$ cat src/uisc_pkg.sv
// How it works
// - Raw pending register at 0x3C, read-only, one per source, resets to zero.
// - Raw bits: CTS change 1, receive 4, transmit 5, receive timeout 6.
// - Raw error bits: framing 7, parity 8, break 9, overrun 10.
// - Raw bits: flow stop character 11, transmit FIFO empty 12.
// - Masked pending register at 0x40 shows enabled pending sources only.
// - Masked error bits 7 to 10, reset zero, set while enabled and pending.
// - Masked bits 11 and 12; bits 31 to 13 read zero.
// - Clear register at 0x44, write-only; a 1 clears that source's pending state unless its event arrives in the same cycle.
// - A 0 in the clear register leaves the source unchanged.
// - Clear bits use the same positions, bit 1 and bits 4 through 12.
// - Enable mask register at 0x38, read-write, 1 enables, resets all disabled.
package uisc_pkg;
  localparam int unsigned UISC_AW = 8;
  localparam int unsigned UISC_DW = 32;
  localparam int unsigned UISC_NSRC = 13;
  localparam logic [7:0] UISC_OFS_MASK = 8'h38;
  localparam logic [7:0] UISC_OFS_RAW = 8'h3C;
  localparam logic [7:0] UISC_OFS_MASKED = 8'h40;
  localparam logic [7:0] UISC_OFS_CLEAR = 8'h44;
  localparam int unsigned UISC_BIT_CTS = 1;
  localparam int unsigned UISC_BIT_RX = 4;
  localparam int unsigned UISC_BIT_TX = 5;
  localparam int unsigned UISC_BIT_RTO = 6;
  localparam int unsigned UISC_BIT_FE = 7;
  localparam int unsigned UISC_BIT_PE = 8;
  localparam int unsigned UISC_BIT_BRK = 9;
  localparam int unsigned UISC_BIT_OVR = 10;
  localparam int unsigned UISC_BIT_XOFF = 11;
  localparam int unsigned UISC_BIT_TXFE = 12;
  // Implemented source bits: 1, 4..12
  localparam logic [12:0] UISC_SRC_MASK = 13'h1FF2;
  localparam logic [12:0] UISC_RST_PEND = 13'h0000;
  localparam logic [12:0] UISC_RST_MASK = 13'h0000;
  localparam logic [31:0] UISC_RD_RST = 32'h0000_0000;
endpackage : uisc_pkg

$ cat src/uisc_pend_bit.sv
`timescale 1ns/1ps
`default_nettype none
module uisc_pend_bit (
  input wire logic i_ref_clk, // Clock
  input wire logic i_nrst, // Async reset, low
  input wire logic i_event, // Source event, one cycle
  input wire logic i_clr, // Software clear pulse
  output logic o_pend // Pending flag
);
  logic pend_r;
  logic pend_nxt;

  // Set beats clear; a 0 clear leaves state alone
  always_comb begin
    pend_nxt = pend_r;
    if (i_clr) begin
      pend_nxt = 1'b0;
    end
    if (i_event) begin
      pend_nxt = 1'b1;
    end
  end

  // Flag register
  always_ff @(posedge i_ref_clk or negedge i_nrst) begin
    if (!i_nrst) begin
      pend_r <= 1'b0;
    end else begin
      pend_r <= pend_nxt;
    end
  end

  assign o_pend = pend_r;
endmodule : uisc_pend_bit
`default_nettype wire

$ cat src/uisc_top.sv
// The address-and-strobe port was left to the implementer.
`timescale 1ns/1ps
`default_nettype none
module uisc_top
  import uisc_pkg::*;
(
  input wire logic i_ref_clk, // 20 MHz clock
  input wire logic i_nrst, // Async reset, low
  input wire logic [uisc_pkg::UISC_AW-1:0] i_addr, // Byte address
  input wire logic [uisc_pkg::UISC_DW-1:0] i_wdata, // Write data
  input wire logic i_wr, // Write strobe
  input wire logic i_rd, // Read strobe
  input wire logic [uisc_pkg::UISC_NSRC-1:0] i_event, // Source event pulses
  output logic [uisc_pkg::UISC_DW-1:0] o_rdata, // Read data, next cycle
  output logic [uisc_pkg::UISC_NSRC-1:0] o_raw_pend, // Raw pending view
  output logic o_irq // Combined interrupt
);
  import uisc_pkg::*;

  ////////////////////////////////////////////////////////////////////////////
  // Address decode results
  logic hit_mask;
  logic hit_raw;
  logic hit_masked;
  logic hit_clear;

  // Qualified access strobes
  logic wr_mask;
  logic wr_clear;
  logic rd_mask;
  logic rd_raw;
  logic rd_masked;

  // Source vectors, bit n belongs to status bit n
  logic [UISC_NSRC-1:0] evt;
  logic [UISC_NSRC-1:0] pend;
  logic [UISC_NSRC-1:0] pend_ahead;
  logic [UISC_NSRC-1:0] masked;
  logic [UISC_NSRC-1:0] clr_pulse;

  // Enable mask state
  logic [UISC_NSRC-1:0] mask_r;
  logic [UISC_NSRC-1:0] mask_nxt;

  // Clear strobes by source
  logic cts_change_clear;
  logic receive_clear;
  logic transmit_clear;
  logic receive_timeout_clear;
  logic framing_error_clear;
  logic parity_error_clear;
  logic break_clear;
  logic overrun_clear;
  logic flow_stop_char_clear;
  logic tx_fifo_empty_clear;

  // Raw pending by source
  logic cts_change_raw;
  logic receive_raw;
  logic transmit_raw;
  logic receive_timeout_raw;
  logic framing_error_raw;
  logic parity_error_raw;
  logic break_raw;
  logic overrun_raw;
  logic flow_stop_char_raw;
  logic tx_fifo_empty_raw;

  // Masked pending by source
  logic cts_change_masked;
  logic receive_masked;
  logic transmit_masked;
  logic receive_timeout_masked;
  logic framing_error_masked;
  logic parity_error_masked;
  logic break_masked;
  logic overrun_masked;
  logic flow_stop_char_masked;
  logic tx_fifo_empty_masked;

  // Assembled read words
  logic [UISC_DW-1:0] mask_word;
  logic [UISC_DW-1:0] raw_word;
  logic [UISC_DW-1:0] masked_word;

  // Read data register
  logic [UISC_DW-1:0] rdata_r;
  logic [UISC_DW-1:0] rdata_nxt;

  // Interrupt register
  logic irq_r;
  logic irq_nxt;

  ////////////////////////////////////////////////////////////////////////////
  // Exact match on the byte address; any other offset is unmapped
  assign hit_mask = (i_addr == UISC_OFS_MASK);
  assign hit_raw = (i_addr == UISC_OFS_RAW);
  assign hit_masked = (i_addr == UISC_OFS_MASKED);
  assign hit_clear = (i_addr == UISC_OFS_CLEAR);

  // Writes to the two status offsets match nothing and are dropped
  assign wr_mask = i_wr && hit_mask;
  assign wr_clear = i_wr && hit_clear;

  // Reads; the clear offset has no read strobe and so returns zero
  assign rd_mask = i_rd && hit_mask;
  assign rd_raw = i_rd && hit_raw;
  assign rd_masked = i_rd && hit_masked;

  ////////////////////////////////////////////////////////////////////////////
  // Pulses on reserved positions never reach a flag
  assign evt = i_event & UISC_SRC_MASK;

  ////////////////////////////////////////////////////////////////////////////
  // Each one in the clear word strobes its source for one cycle
  // Line status sources
  assign cts_change_clear = wr_clear && i_wdata[UISC_BIT_CTS];
  assign receive_clear = wr_clear && i_wdata[UISC_BIT_RX];
  assign transmit_clear = wr_clear && i_wdata[UISC_BIT_TX];
  assign receive_timeout_clear = wr_clear && i_wdata[UISC_BIT_RTO];
  // Receive error sources
  assign framing_error_clear = wr_clear && i_wdata[UISC_BIT_FE];
  assign parity_error_clear = wr_clear && i_wdata[UISC_BIT_PE];
  assign break_clear = wr_clear && i_wdata[UISC_BIT_BRK];
  assign overrun_clear = wr_clear && i_wdata[UISC_BIT_OVR];
  // Flow control and FIFO sources
  assign flow_stop_char_clear = wr_clear && i_wdata[UISC_BIT_XOFF];
  assign tx_fifo_empty_clear = wr_clear && i_wdata[UISC_BIT_TXFE];

  // Strobes back in status bit order; a zero bit gives no strobe
  always_comb begin
    clr_pulse = '0;
    // Line status sources
    clr_pulse[UISC_BIT_CTS] = cts_change_clear;
    clr_pulse[UISC_BIT_RX] = receive_clear;
    clr_pulse[UISC_BIT_TX] = transmit_clear;
    clr_pulse[UISC_BIT_RTO] = receive_timeout_clear;
    // Receive error sources
    clr_pulse[UISC_BIT_FE] = framing_error_clear;
    clr_pulse[UISC_BIT_PE] = parity_error_clear;
    clr_pulse[UISC_BIT_BRK] = break_clear;
    clr_pulse[UISC_BIT_OVR] = overrun_clear;
    // Flow control and FIFO sources
    clr_pulse[UISC_BIT_XOFF] = flow_stop_char_clear;
    clr_pulse[UISC_BIT_TXFE] = tx_fifo_empty_clear;
  end

  ////////////////////////////////////////////////////////////////////////////
  // One pending flag per implemented source; reserved bits stay zero
  genvar g;
  generate
    for (g = 0; g < UISC_NSRC; g++) begin : g_src
      if (UISC_SRC_MASK[g]) begin : g_on
        uisc_pend_bit u_bit (
          .i_ref_clk(i_ref_clk),
          .i_nrst(i_nrst),
          .i_event(evt[g]),
          .i_clr(clr_pulse[g]),
          .o_pend(pend[g])
        );
      end else begin : g_off
        assign pend[g] = 1'b0;
      end
    end
  endgenerate

  ////////////////////////////////////////////////////////////////////////////
  // Raw flags by source
  // Line status sources
  assign cts_change_raw = pend[UISC_BIT_CTS];
  assign receive_raw = pend[UISC_BIT_RX];
  assign transmit_raw = pend[UISC_BIT_TX];
  assign receive_timeout_raw = pend[UISC_BIT_RTO];
  // Receive error sources
  assign framing_error_raw = pend[UISC_BIT_FE];
  assign parity_error_raw = pend[UISC_BIT_PE];
  assign break_raw = pend[UISC_BIT_BRK];
  assign overrun_raw = pend[UISC_BIT_OVR];
  // Flow control and FIFO sources
  assign flow_stop_char_raw = pend[UISC_BIT_XOFF];
  assign tx_fifo_empty_raw = pend[UISC_BIT_TXFE];

  // Masked view is the raw flag gated by its enable bit
  assign masked = pend & mask_r;

  // Masked flags by source
  // Line status sources
  assign cts_change_masked = masked[UISC_BIT_CTS];
  assign receive_masked = masked[UISC_BIT_RX];
  assign transmit_masked = masked[UISC_BIT_TX];
  assign receive_timeout_masked = masked[UISC_BIT_RTO];
  // Receive error sources
  assign framing_error_masked = masked[UISC_BIT_FE];
  assign parity_error_masked = masked[UISC_BIT_PE];
  assign break_masked = masked[UISC_BIT_BRK];
  assign overrun_masked = masked[UISC_BIT_OVR];
  // Flow control and FIFO sources
  assign flow_stop_char_masked = masked[UISC_BIT_XOFF];
  assign tx_fifo_empty_masked = masked[UISC_BIT_TXFE];

  ////////////////////////////////////////////////////////////////////////////
  // Enable mask word; reserved positions read zero
  always_comb begin
    mask_word = UISC_RD_RST;
    mask_word[UISC_NSRC-1:0] = mask_r;
  end

  // Raw pending word, one field per source
  always_comb begin
    raw_word = UISC_RD_RST;
    // Line status sources
    raw_word[UISC_BIT_CTS] = cts_change_raw;
    raw_word[UISC_BIT_RX] = receive_raw;
    raw_word[UISC_BIT_TX] = transmit_raw;
    raw_word[UISC_BIT_RTO] = receive_timeout_raw;
    // Receive error sources
    raw_word[UISC_BIT_FE] = framing_error_raw;
    raw_word[UISC_BIT_PE] = parity_error_raw;
    raw_word[UISC_BIT_BRK] = break_raw;
    raw_word[UISC_BIT_OVR] = overrun_raw;
    // Flow control and FIFO sources
    raw_word[UISC_BIT_XOFF] = flow_stop_char_raw;
    raw_word[UISC_BIT_TXFE] = tx_fifo_empty_raw;
  end

  // Masked pending word; bits 31 down to 13 stay zero
  always_comb begin
    masked_word = UISC_RD_RST;
    // Line status sources
    masked_word[UISC_BIT_CTS] = cts_change_masked;
    masked_word[UISC_BIT_RX] = receive_masked;
    masked_word[UISC_BIT_TX] = transmit_masked;
    masked_word[UISC_BIT_RTO] = receive_timeout_masked;
    // Receive error sources
    masked_word[UISC_BIT_FE] = framing_error_masked;
    masked_word[UISC_BIT_PE] = parity_error_masked;
    masked_word[UISC_BIT_BRK] = break_masked;
    masked_word[UISC_BIT_OVR] = overrun_masked;
    // Flow control and FIFO sources
    masked_word[UISC_BIT_XOFF] = flow_stop_char_masked;
    masked_word[UISC_BIT_TXFE] = tx_fifo_empty_masked;
  end

  ////////////////////////////////////////////////////////////////////////////
  // Next enable mask; only implemented source bits are stored
  always_comb begin
    mask_nxt = mask_r;
    if (wr_mask) begin
      mask_nxt = i_wdata[UISC_NSRC-1:0] & UISC_SRC_MASK;
    end
  end

  // Enable mask register, all sources disabled after reset
  always_ff @(posedge i_ref_clk or negedge i_nrst) begin
    if (!i_nrst) begin
      mask_r <= UISC_RST_MASK;
    end else begin
      mask_r <= mask_nxt;
    end
  end

  ////////////////////////////////////////////////////////////////////////////
  // Read data for the next cycle; zero whenever no read is decoded
  always_comb begin
    rdata_nxt = UISC_RD_RST;
    if (rd_mask) begin
      rdata_nxt = mask_word;
    end
    if (rd_raw) begin
      rdata_nxt = raw_word;
    end
    if (rd_masked) begin
      rdata_nxt = masked_word;
    end
  end

  // Read data register; the word stands for one cycle only
  always_ff @(posedge i_ref_clk or negedge i_nrst) begin
    if (!i_nrst) begin
      rdata_r <= UISC_RD_RST;
    end else begin
      rdata_r <= rdata_nxt;
    end
  end

  ////////////////////////////////////////////////////////////////////////////
  // Flag state one cycle ahead, with the same set-beats-clear order as
  // each flag, so the registered interrupt changes in step with the flags
  always_comb begin
    pend_ahead = (pend & ~clr_pulse) | evt;
    irq_nxt = |(pend_ahead & mask_nxt);
  end

  // Combined interrupt register
  always_ff @(posedge i_ref_clk or negedge i_nrst) begin
    if (!i_nrst) begin
      irq_r <= 1'b0;
    end else begin
      irq_r <= irq_nxt;
    end
  end

  ////////////////////////////////////////////////////////////////////////////
  // Outputs straight from flip-flops
  assign o_rdata = rdata_r;
  assign o_raw_pend = pend;
  assign o_irq = irq_r;
endmodule : uisc_top
`default_nettype wire

$ cat config.mk
export PLATFORM = sky130hd
export DESIGN_NAME = uisc_top
export DESIGN_NICKNAME = d
export VERILOG_FILES = /design/src/uisc_pkg.sv /design/src/uisc_pend_bit.sv /design/src/uisc_top.sv
export SDC_FILE = /design/constraint.sdc
export NUM_CORES = 1
export LEC_CHECK = 0
export ABC_AREA = 1
export BUFFER_PORTS_ARGS = -buffer_cell sky130_fd_sc_hd__clkbuf_2
export CORE_UTILIZATION = 40
export DETAILED_ROUTE_END_ITERATION = 7
export GPL_TIMING_DRIVEN = 0
export PLACE_DENSITY = 0.85
export SLEW_MARGIN = 20
export SYNTH_ARGS = -nofsm -noshare
export SYNTH_HDL_FRONTEND = slang
export SYNTH_SLANG_ARGS = --single-unit
$ cat constraint.sdc
create_clock -name i_ref_clk -period 1.15 [get_ports i_ref_clk]
set_input_delay 0.115 -clock i_ref_clk [delete_from_list [all_inputs] [get_ports i_ref_clk]]
set_output_delay 0.115 -clock i_ref_clk [all_outputs]
set_load 0.01 [all_outputs]
# After elaboration in Yosys (flattened, before gate mapping)
# Cells that the tools add are included.
# classes
muxes,24
n_eq_ne,4
n_reduce_logical,26
n_bitwise,5
# op_table
op,n
2-to-1 mux 13 bit,4
AND 13 bit,3
2-to-1 mux 1 bit,20
nonzero test 2 bit,10
"equality test 8 x 6 -> 1 bit, second input constant",2
"equality test 8 x 7 -> 1 bit, second input constant",2
logical AND 1 bit,15
NOT 13 bit,1
OR 13 bit,1
OR reduction 13 bit,1
# totals
in_bits,57
out_inout_bits,46
regBits,37
elab_cells,72

# Longest topological paths before layout
# Gate-level depths: netlist of run 1.
# logic_depth
ltp_word,8
depth_mapped,10
ltp_nobuf,10

# Cells and area by module
# Synthesis of run 1 repeated with hierarchy kept, for this count alone.
# hier_totals
hier_cells,280
hier_area_um2,1955.6
# by_module_without_submodules
mod,area_each_um2,cells_each,instances
uisc_top,1555.2,230,1
uisc_pend_bit,40.0,5,10

# Least setup slack after synthesis of run 1
# OpenSTA, ideal clock, no wires.
# synth_timing
kind,input to register
startpoint,input i_addr[1] (netlist name)
endpoint,"register irq_r, in the netlist o_irq"
stages,10
path_buffers,0
setup_time_ps,125
arrival_ps,984
path_slack_ps,41
cell_sequence,nor2_4 nand3_2 nor2_4 nand2_1 nand2_1 nand2_1 nand2_1 nand2_1 nor2_1 nand3_1
# synth_between
elab_chain_len,8
# synth_lines
item,line,text
start: declaration,uisc_top.sv:9,"input wire logic [uisc_pkg::UISC_AW-1:0] i_addr,"
equality test 8 x 7 -> 1 bit,uisc_top.sv:99,assign hit_clear = (i_addr == UISC_OFS_CLEAR);
logical AND 1 bit,uisc_top.sv:103,assign wr_clear = i_wr && hit_clear;
"logical AND 1 bit, or another cell as far along",uisc_top.sv:117,assign cts_change_clear = wr_clear && i_wdata[UISC_BIT_CTS];
NOT 13 bit,uisc_top.sv:290,pend_ahead = (pend & ~clr_pulse) | evt;
AND 13 bit,uisc_top.sv:290,
OR 13 bit,uisc_top.sv:290,
AND 13 bit (*),uisc_top.sv:291,irq_nxt = |(pend_ahead & mask_nxt);
OR reduction 13 bit (*),uisc_top.sv:291,
via irq_nxt,uisc_top.sv:92,logic irq_nxt;
end signal: assignment,uisc_top.sv:299,irq_r <= irq_nxt;
end: declaration,uisc_top.sv:91,logic irq_r;
# Mark *: on every way through the listed nets, which the timed path passes. The rest lies on a longest branch.
# A chain may end at the register's enable or synchronous reset.

# Worst setup path after layout of run 1
# layout_timing
startpoint,input i_addr[0] (netlist name)
endpoint,"register irq_r, in the netlist o_irq"
# The elaborated chain is that of the path after synthesis.

==> flow_metrics.py, run 1 <==
metrics = {
    "clock_tree": {
        "cts_tree": "yes",
        "path_clk_slew_ns": 0.06,
        "cts_sinks": 31,
        "cts-htree-levels": 2,
        "cts_buffer_depth": 2,
        "root_buffer": "clkbuf_8",
        "cts_buffers": 5,
        "clock_latency_ns": 0.28,
    },
    "floorplan": {
        "coreArea_sq_um": 4058,
        "initial_utilization": 0.4231,
        "rows": 23,
        "fp.dieH_microns": 67.51,
        "die_w_microns": 67.51,
        "pin_count": 103,
        "die_area_sq_um": 4558,
    },
    "placement": {
        "placedCellCount": 338,
        "port_buffers": 52,
        "place_area_sq_um": 2130,
        "finalWeightedCongestion": 0.7926,
        "dp_hpwl_microns": 2732,
    },
    "synthesis": {
        "yosys_register_bits": 31,
        "avgSynthCellArea_sq_um": 8.097,
        "postSynthCellCount": 212,
        "yosysSeqAreaShare": 0.4519,
        "synth_cell_types": 20,
        "synth.yosys.warnings": 0,
        "netlist_area_sq_um": 1717,
    },
    "setup_path": {
        "worstSetupPathType": "in -> reg",
        "end_kind": "flop",
        "worstPathRequired_ns": 1.32,
        "worstPathArrival_ns": 1.29,
        "reg2reg_depth": 6,
        "worstPathMaxFanout": 5,
        "start_kind": "primary input",
        "crit_end": "o_irq",
        "r2r-start": "mask_r[12]",
        "rrSetupSlack_ns": 0.20,
        "r2r-end": "o_irq",
        "critPathLaunch": "i_addr[0]",
    },
    "grt": {
        "grt_pass1_vias": 1410,
        "groute.usage.overall": 0.1769,
        "grt_max_degree": 32,
        "grt_overflow_total": 0,
        "antenna_found_initial": 0,
        "grt_pass1_wl_microns": 5782,
    },
    "drt": {
        "wl_microns": 3764,
        "dr.pass1.iters": 4,
        "antenna_left": 0,
        "drt_iter0_markers": 91,
        "routedWlPerCell_microns": 10.75,
        "vias": 1514,
        "route.detailed.drc": 0,
        "via_per_inst": 4.326,
    },
    "finish": {
        "fillers": 395,
        "drive_gt1_frac": 0.3833,
        "fin_nets": 357,
        "area_delta_synth_final_pct": 33.46,
        "fin_cells": 350,
        "diodes": 0,
        "fin_area_sq_um": 2291,
    },
    "pwr": {
        "cellPowerDensity_nw_per_um2": 1001,
        "ir_worst_vdd_mv": 0.4095,
        "leakagePower_uw": 0.001331,
        "fin_total_pwr_uw": 2293,
    },
    "timing": {
        "worst_slew_pin_slew_ns": 0.7326,
        "rsz0062_at_grt": "yes",
        "maxSlewViolCount": 0,
        "setup_viol": 0,
        "hold_violations": 0,
        "setup_tns_ns": 0,
        "fin_skew_ns": 0.005013,
        "period_share": 0.9752,
        "min_period_ns": 1.122,
        "timing.fmax_mhz": 891.7,
        "holdWs_ns": 0.03552,
        "slew_headroom": 0.5116,
    },
    "job": {
        "drv_cap": 0,
    },
    "outcome": {
        "outcome": "complete, no violations",
    },
    "worst_hold_path": {
        "hold_path_class": "in -> reg",
    },
}
[critical path: stages]
cell and delay, ns:
buf_6 0.10, nor2_4 0.17, nand3_2 0.12, nor2_4 0.19
buf_6 0.15, nand2_1 0.05, nand2_1 0.05, nand2_1 0.06
nand2_1 0.06, nand2_1 0.06, nor2_2 0.10, nand3_1 0.07
[cell type report]
type                    instances  area (sq um)  area share
well taps                      50         62.56     0.02731
clock inverters                 1         5.005    0.002185
clock buffers                   6         82.58     0.03605
repair buffers                 57         322.8      0.1409
inverters                      14         52.55     0.02294
flip-flops and latches         31         775.7      0.3386
multi-input cells             154         710.7      0.3102
plain buffers                  37         279.0      0.1218
[power breakdown]
group	internal [uW]	total, uW	switching, uW	leakage, uW
clock	468	848	380	0.0000470
sequential	1120	1130	13.0	0.000378
combinational	142	313	171	0.000907
total	1730	2290	564	0.00133
[timing repair]
item,CTS,global route
hold buffers,1,0
pin swaps,1,10
resized for setup,0,9
endpoints found under the setup margin,1,11
setup buffers,2,2
endpoints found under the hold margin,31,0
[Yosys cell counts (all sizes together)]
master,n,area [sq um]
nor2,30,143.9
nand2,68,272.8
buf,36,274.0
o21ai,10,50.04
inv,14,52.55
a31o,1,17.52
a21o,1,7.510
conb,1,3.750
dfrtp,31,775.7
nand3,16,90.09
nor3,3,25.02
clkbuf,1,3.750
[cells in the final DEF (no fill, tap or decap), types with 2 or more instances in the layout]
cell type,count
dfrtp_1,31
clkbuf_2,52
nand2_4,2
nand3_2,2
nand2_1,63
buf_6,3
nor2_4,2
buf_4,37
conb_1,25
inv_1,14
nand3_1,14
nor2_2,2
nor2_1,25
nand2_2,3
nor3_2,2
o21ai_0,9
clkbuf_8,6
[stage by stage]
step / utilization / worst slack (ns)
after floorplan: - / 0.04117
after global placement: 0.5248 / -0.3037
after detailed placement: 0.5248 / -0.3389
after CTS: 0.5557 / 0.002084
after global routing: 0.5646 / -0.09053
final: 0.5646 / 0.02849
[sequential cells by signal, indices dropped and copies added (netlist names)]
signal and flops:
g_src.g_on.u_bit.o_pend 10, mask_r 10, o_rdata 10, o_irq 1
[cell families (layout without fill, tap and decap cells)]
| kind of cell | after synthesis | in the layout | synth area share |
|---|---|---|---|
| simple gates | 117 | 117 | 0.3098 |
| buf+inv | 51 | 115 | 0.1924 |
| flops | 31 | 31 | 0.4519 |
| compound gates | 12 | 12 | 0.04373 |
| other cells | 1 | 25 | 0.002184 |
[metal layers]
metal / vias to the layer above / wire length [microns] / share of wire / track usage
met5: - / 0 / 0 / 0
met4: 0 / 59 / 0.016 / 0.08777
met3: 6 / 254 / 0.067 / 0.04561
met2: 61 / 1986 / 0.53 / 0.3292
met1: 675 / 1463 / 0.39 / 0.1793
li1: 772 / - / - / -
[worst min-delay path by stage]
stage,end,cells past startpoint,slack [ns],start
after floorplan,g_src[10].g_on.u_bit.o_pend,0,-0.18,i_nrst
after global placement,o_rdata[12],1,0.21,i_nrst
after detailed placement,o_rdata[12],1,0.21,i_nrst
after CTS,g_src[6].g_on.u_bit.o_pend,3,0.03,i_event[6]
after global routing,g_src[9].g_on.u_bit.o_pend,2,0.04,i_event[9]
final,g_src[9].g_on.u_bit.o_pend,2,0.04,i_event[9]
No activity file was read; power rests on OpenSTA's default activity.
==> inputs of run 2 (changes only) <==
- CORE_UTILIZATION: 40 -> 43
- PLACE_DENSITY: 0.85 -> 0.9
==> flow_metrics.py, run 2 (synthesis results as in run 1) <==
metrics = {
    "drt": {
        "routedWlPerCell_microns": 10.67,
        "met2_length_microns": 2006,
        "wl_met1_microns": 1418,
        "wl_microns": 3725,
        "vias": 1504,
        "drt_iter0_markers": 111,
        "antenna_left": 0,
        "dr.pass1.iters": 4,
        "route.detailed.drc": 0,
        "top_layer_used": "met4",
        "via_per_inst": 4.309,
        "met3RoutedLength_microns": 218,
    },
    "clock_tree": {
        "cts_sinks": 31,
        "cts_buffers": 5,
        "cts_buffer_depth": 2,
        "cts_tree": "yes",
        "path_clk_slew_ns": 0.06,
        "clock_latency_ns": 0.28,
        "root_buffer": "clkbuf_8",
        "cts-htree-levels": 2,
    },
    "pwr": {
        "leakagePower_uw": 0.001331,
        "cellPowerDensity_nw_per_um2": 1006,
        "ir_worst_vdd_mv": 0.3612,
    },
    "grt": {
        "grt_max_degree": 32,
        "antenna_found_initial": 0,
        "groute.usage.overall": 0.1968,
        "grt_pass1_vias": 1473,
        "grt_pass1_wl_microns": 6203,
        "grt_overflow_total": 0,
    },
    "setup_path": {
        "worstPathArrival_ns": 1.31,
        "start_kind": "primary input",
        "worstPathMaxFanout": 10,
        "worstPathRequired_ns": 1.36,
        "worstSetupPathType": "in -> reg",
        "end_kind": "flop",
    },
    "timing": {
        "rsz0062_at_grt": "yes",
        "slew_headroom": 0.5070,
        "hold_violations": 0,
        "timing.fmax_mhz": 904.9,
        "fin_skew_ns": 0.003191,
        "holdWs_ns": 0.04140,
        "maxSlewViolCount": 0,
        "min_period_ns": 1.105,
        "setup_viol": 0,
        "worst_slew_pin_slew_ns": 0.7395,
        "period_share": 0.9609,
    },
    "floorplan": {
        "die_w_microns": 65.19,
        "fp.dieH_microns": 65.19,
        "initial_utilization": 0.4586,
        "rows": 22,
        "pin_count": 103,
        "die_area_sq_um": 4249,
        "coreArea_sq_um": 3744,
    },
    "finish": {
        "diodes": 0,
        "fillers": 342,
        "fin_cells": 349,
        "drive_gt1_frac": 0.3821,
        "mostFrequentLayoutCells": "nand2_1, clkbuf_2, buf_4, dfrtp_1",
        "fin_nets": 358,
        "area_delta_synth_final_pct": 32.73,
        "final_common_cell": "nand2_1",
    },
    "worst_hold_path": {
        "hold_path_class": "in -> reg",
    },
    "job": {
        "drv_cap": 0,
    },
    "placement": {
        "finalWeightedCongestion": 0.7754,
        "dp_hpwl_microns": 2736,
        "placedCellCount": 336,
        "port_buffers": 52,
    },
    "outcome": {
        "outcome": "complete, no violations",
    },
}
[run 2: cell types whose count changed in the layout (fill, tap and decap cells not counted), sizes merged]
cell    delta
clkbuf     +1
[run 2: area by class of cell]
cell class | instances | area (sq um) | share of cell area
Sequential cell | 31 | 775.7 | 0.3405
Clock buffer | 6 | 82.58 | 0.03624
Multi-Input combinational cell | 154 | 708.2 | 0.3108
Tap cell | 48 | 60.06 | 0.02636
Clock inverter | 1 | 5.005 | 0.002197
Buffer | 37 | 279.0 | 0.1225
Inverter | 14 | 52.55 | 0.02306
Timing Repair Buffer | 58 | 315.3 | 0.1384
[run 2: worst max-delay path: stages]
cell and delay, ns:
clkbuf_2 0.10, nor2_4 0.18, nand3_1 0.09, nor3_1 0.28, clkbuf_2 0.29, o21ai_0 0.13, nor2_1 0.12
[run 2: timing repair]
| item | CTS | global route |
|---|---|---|
| gates resized for setup | 1 | 5 |
| hold buffers | 1 | 0 |
| endpoints found under the setup margin | 2 | 3 |
| setup buffers | 2 | 3 |
| pin swaps | 1 | 3 |
| hold endpoints to repair | 31 | 0 |
[run 2: metrics by stage]
stage          power (uW)    util  worst slack [ns]  setup TNS [ns]  instance area, sq um
2_1_floorplan        1333       -           0.04117               0                  1807
3_3_place_gp         1443  0.5682           -0.2804          -2.171                  2127
3_5_place_dp         1455  0.5682           -0.3458          -2.786                  2127
4_1_cts              2295  0.5986         -0.006035       -0.006035                  2241
5_1_grt              2399  0.6086          -0.05245         -0.1743                  2278
6_report             2291  0.6086           0.04491               0                  2278
[run 2: final timing paths]
check | from | endpoint | slack (ns) | cells past startpoint
worst max-delay path | i_addr[0] | o_rdata[10] | 0.04 | 7
worst min-delay path | i_event[9] | g_src[9].g_on.u_bit.o_pend | 0.04 | 2
worst max register to register | mask_r[12] | o_irq | 0.15 | 6
worst min register to register | mask_r[6] | mask_r[6] | 0.49 | 2
max in group asynchronous | i_nrst | mask_r[7] | 0.26 | 2
min in group asynchronous | i_nrst | g_src[5].g_on.u_bit.o_pend | 0.43 | 2
[run 2: power by group]
group	total, uW	leakage, uW	switching (uW)	internal, uW
Clock	842	0.0000470	374	468
Combinational	315	0.000906	173	142
Sequential	1130	0.000378	15.4	1120
[run 2: layer usage]
layer / up-vias / GRT usage
met5: - / 0
met4: 0 / 0.1359
met3: 7 / 0.05035
met2: 58 / 0.3492
met1: 669 / 0.1998
li1: 770 / -
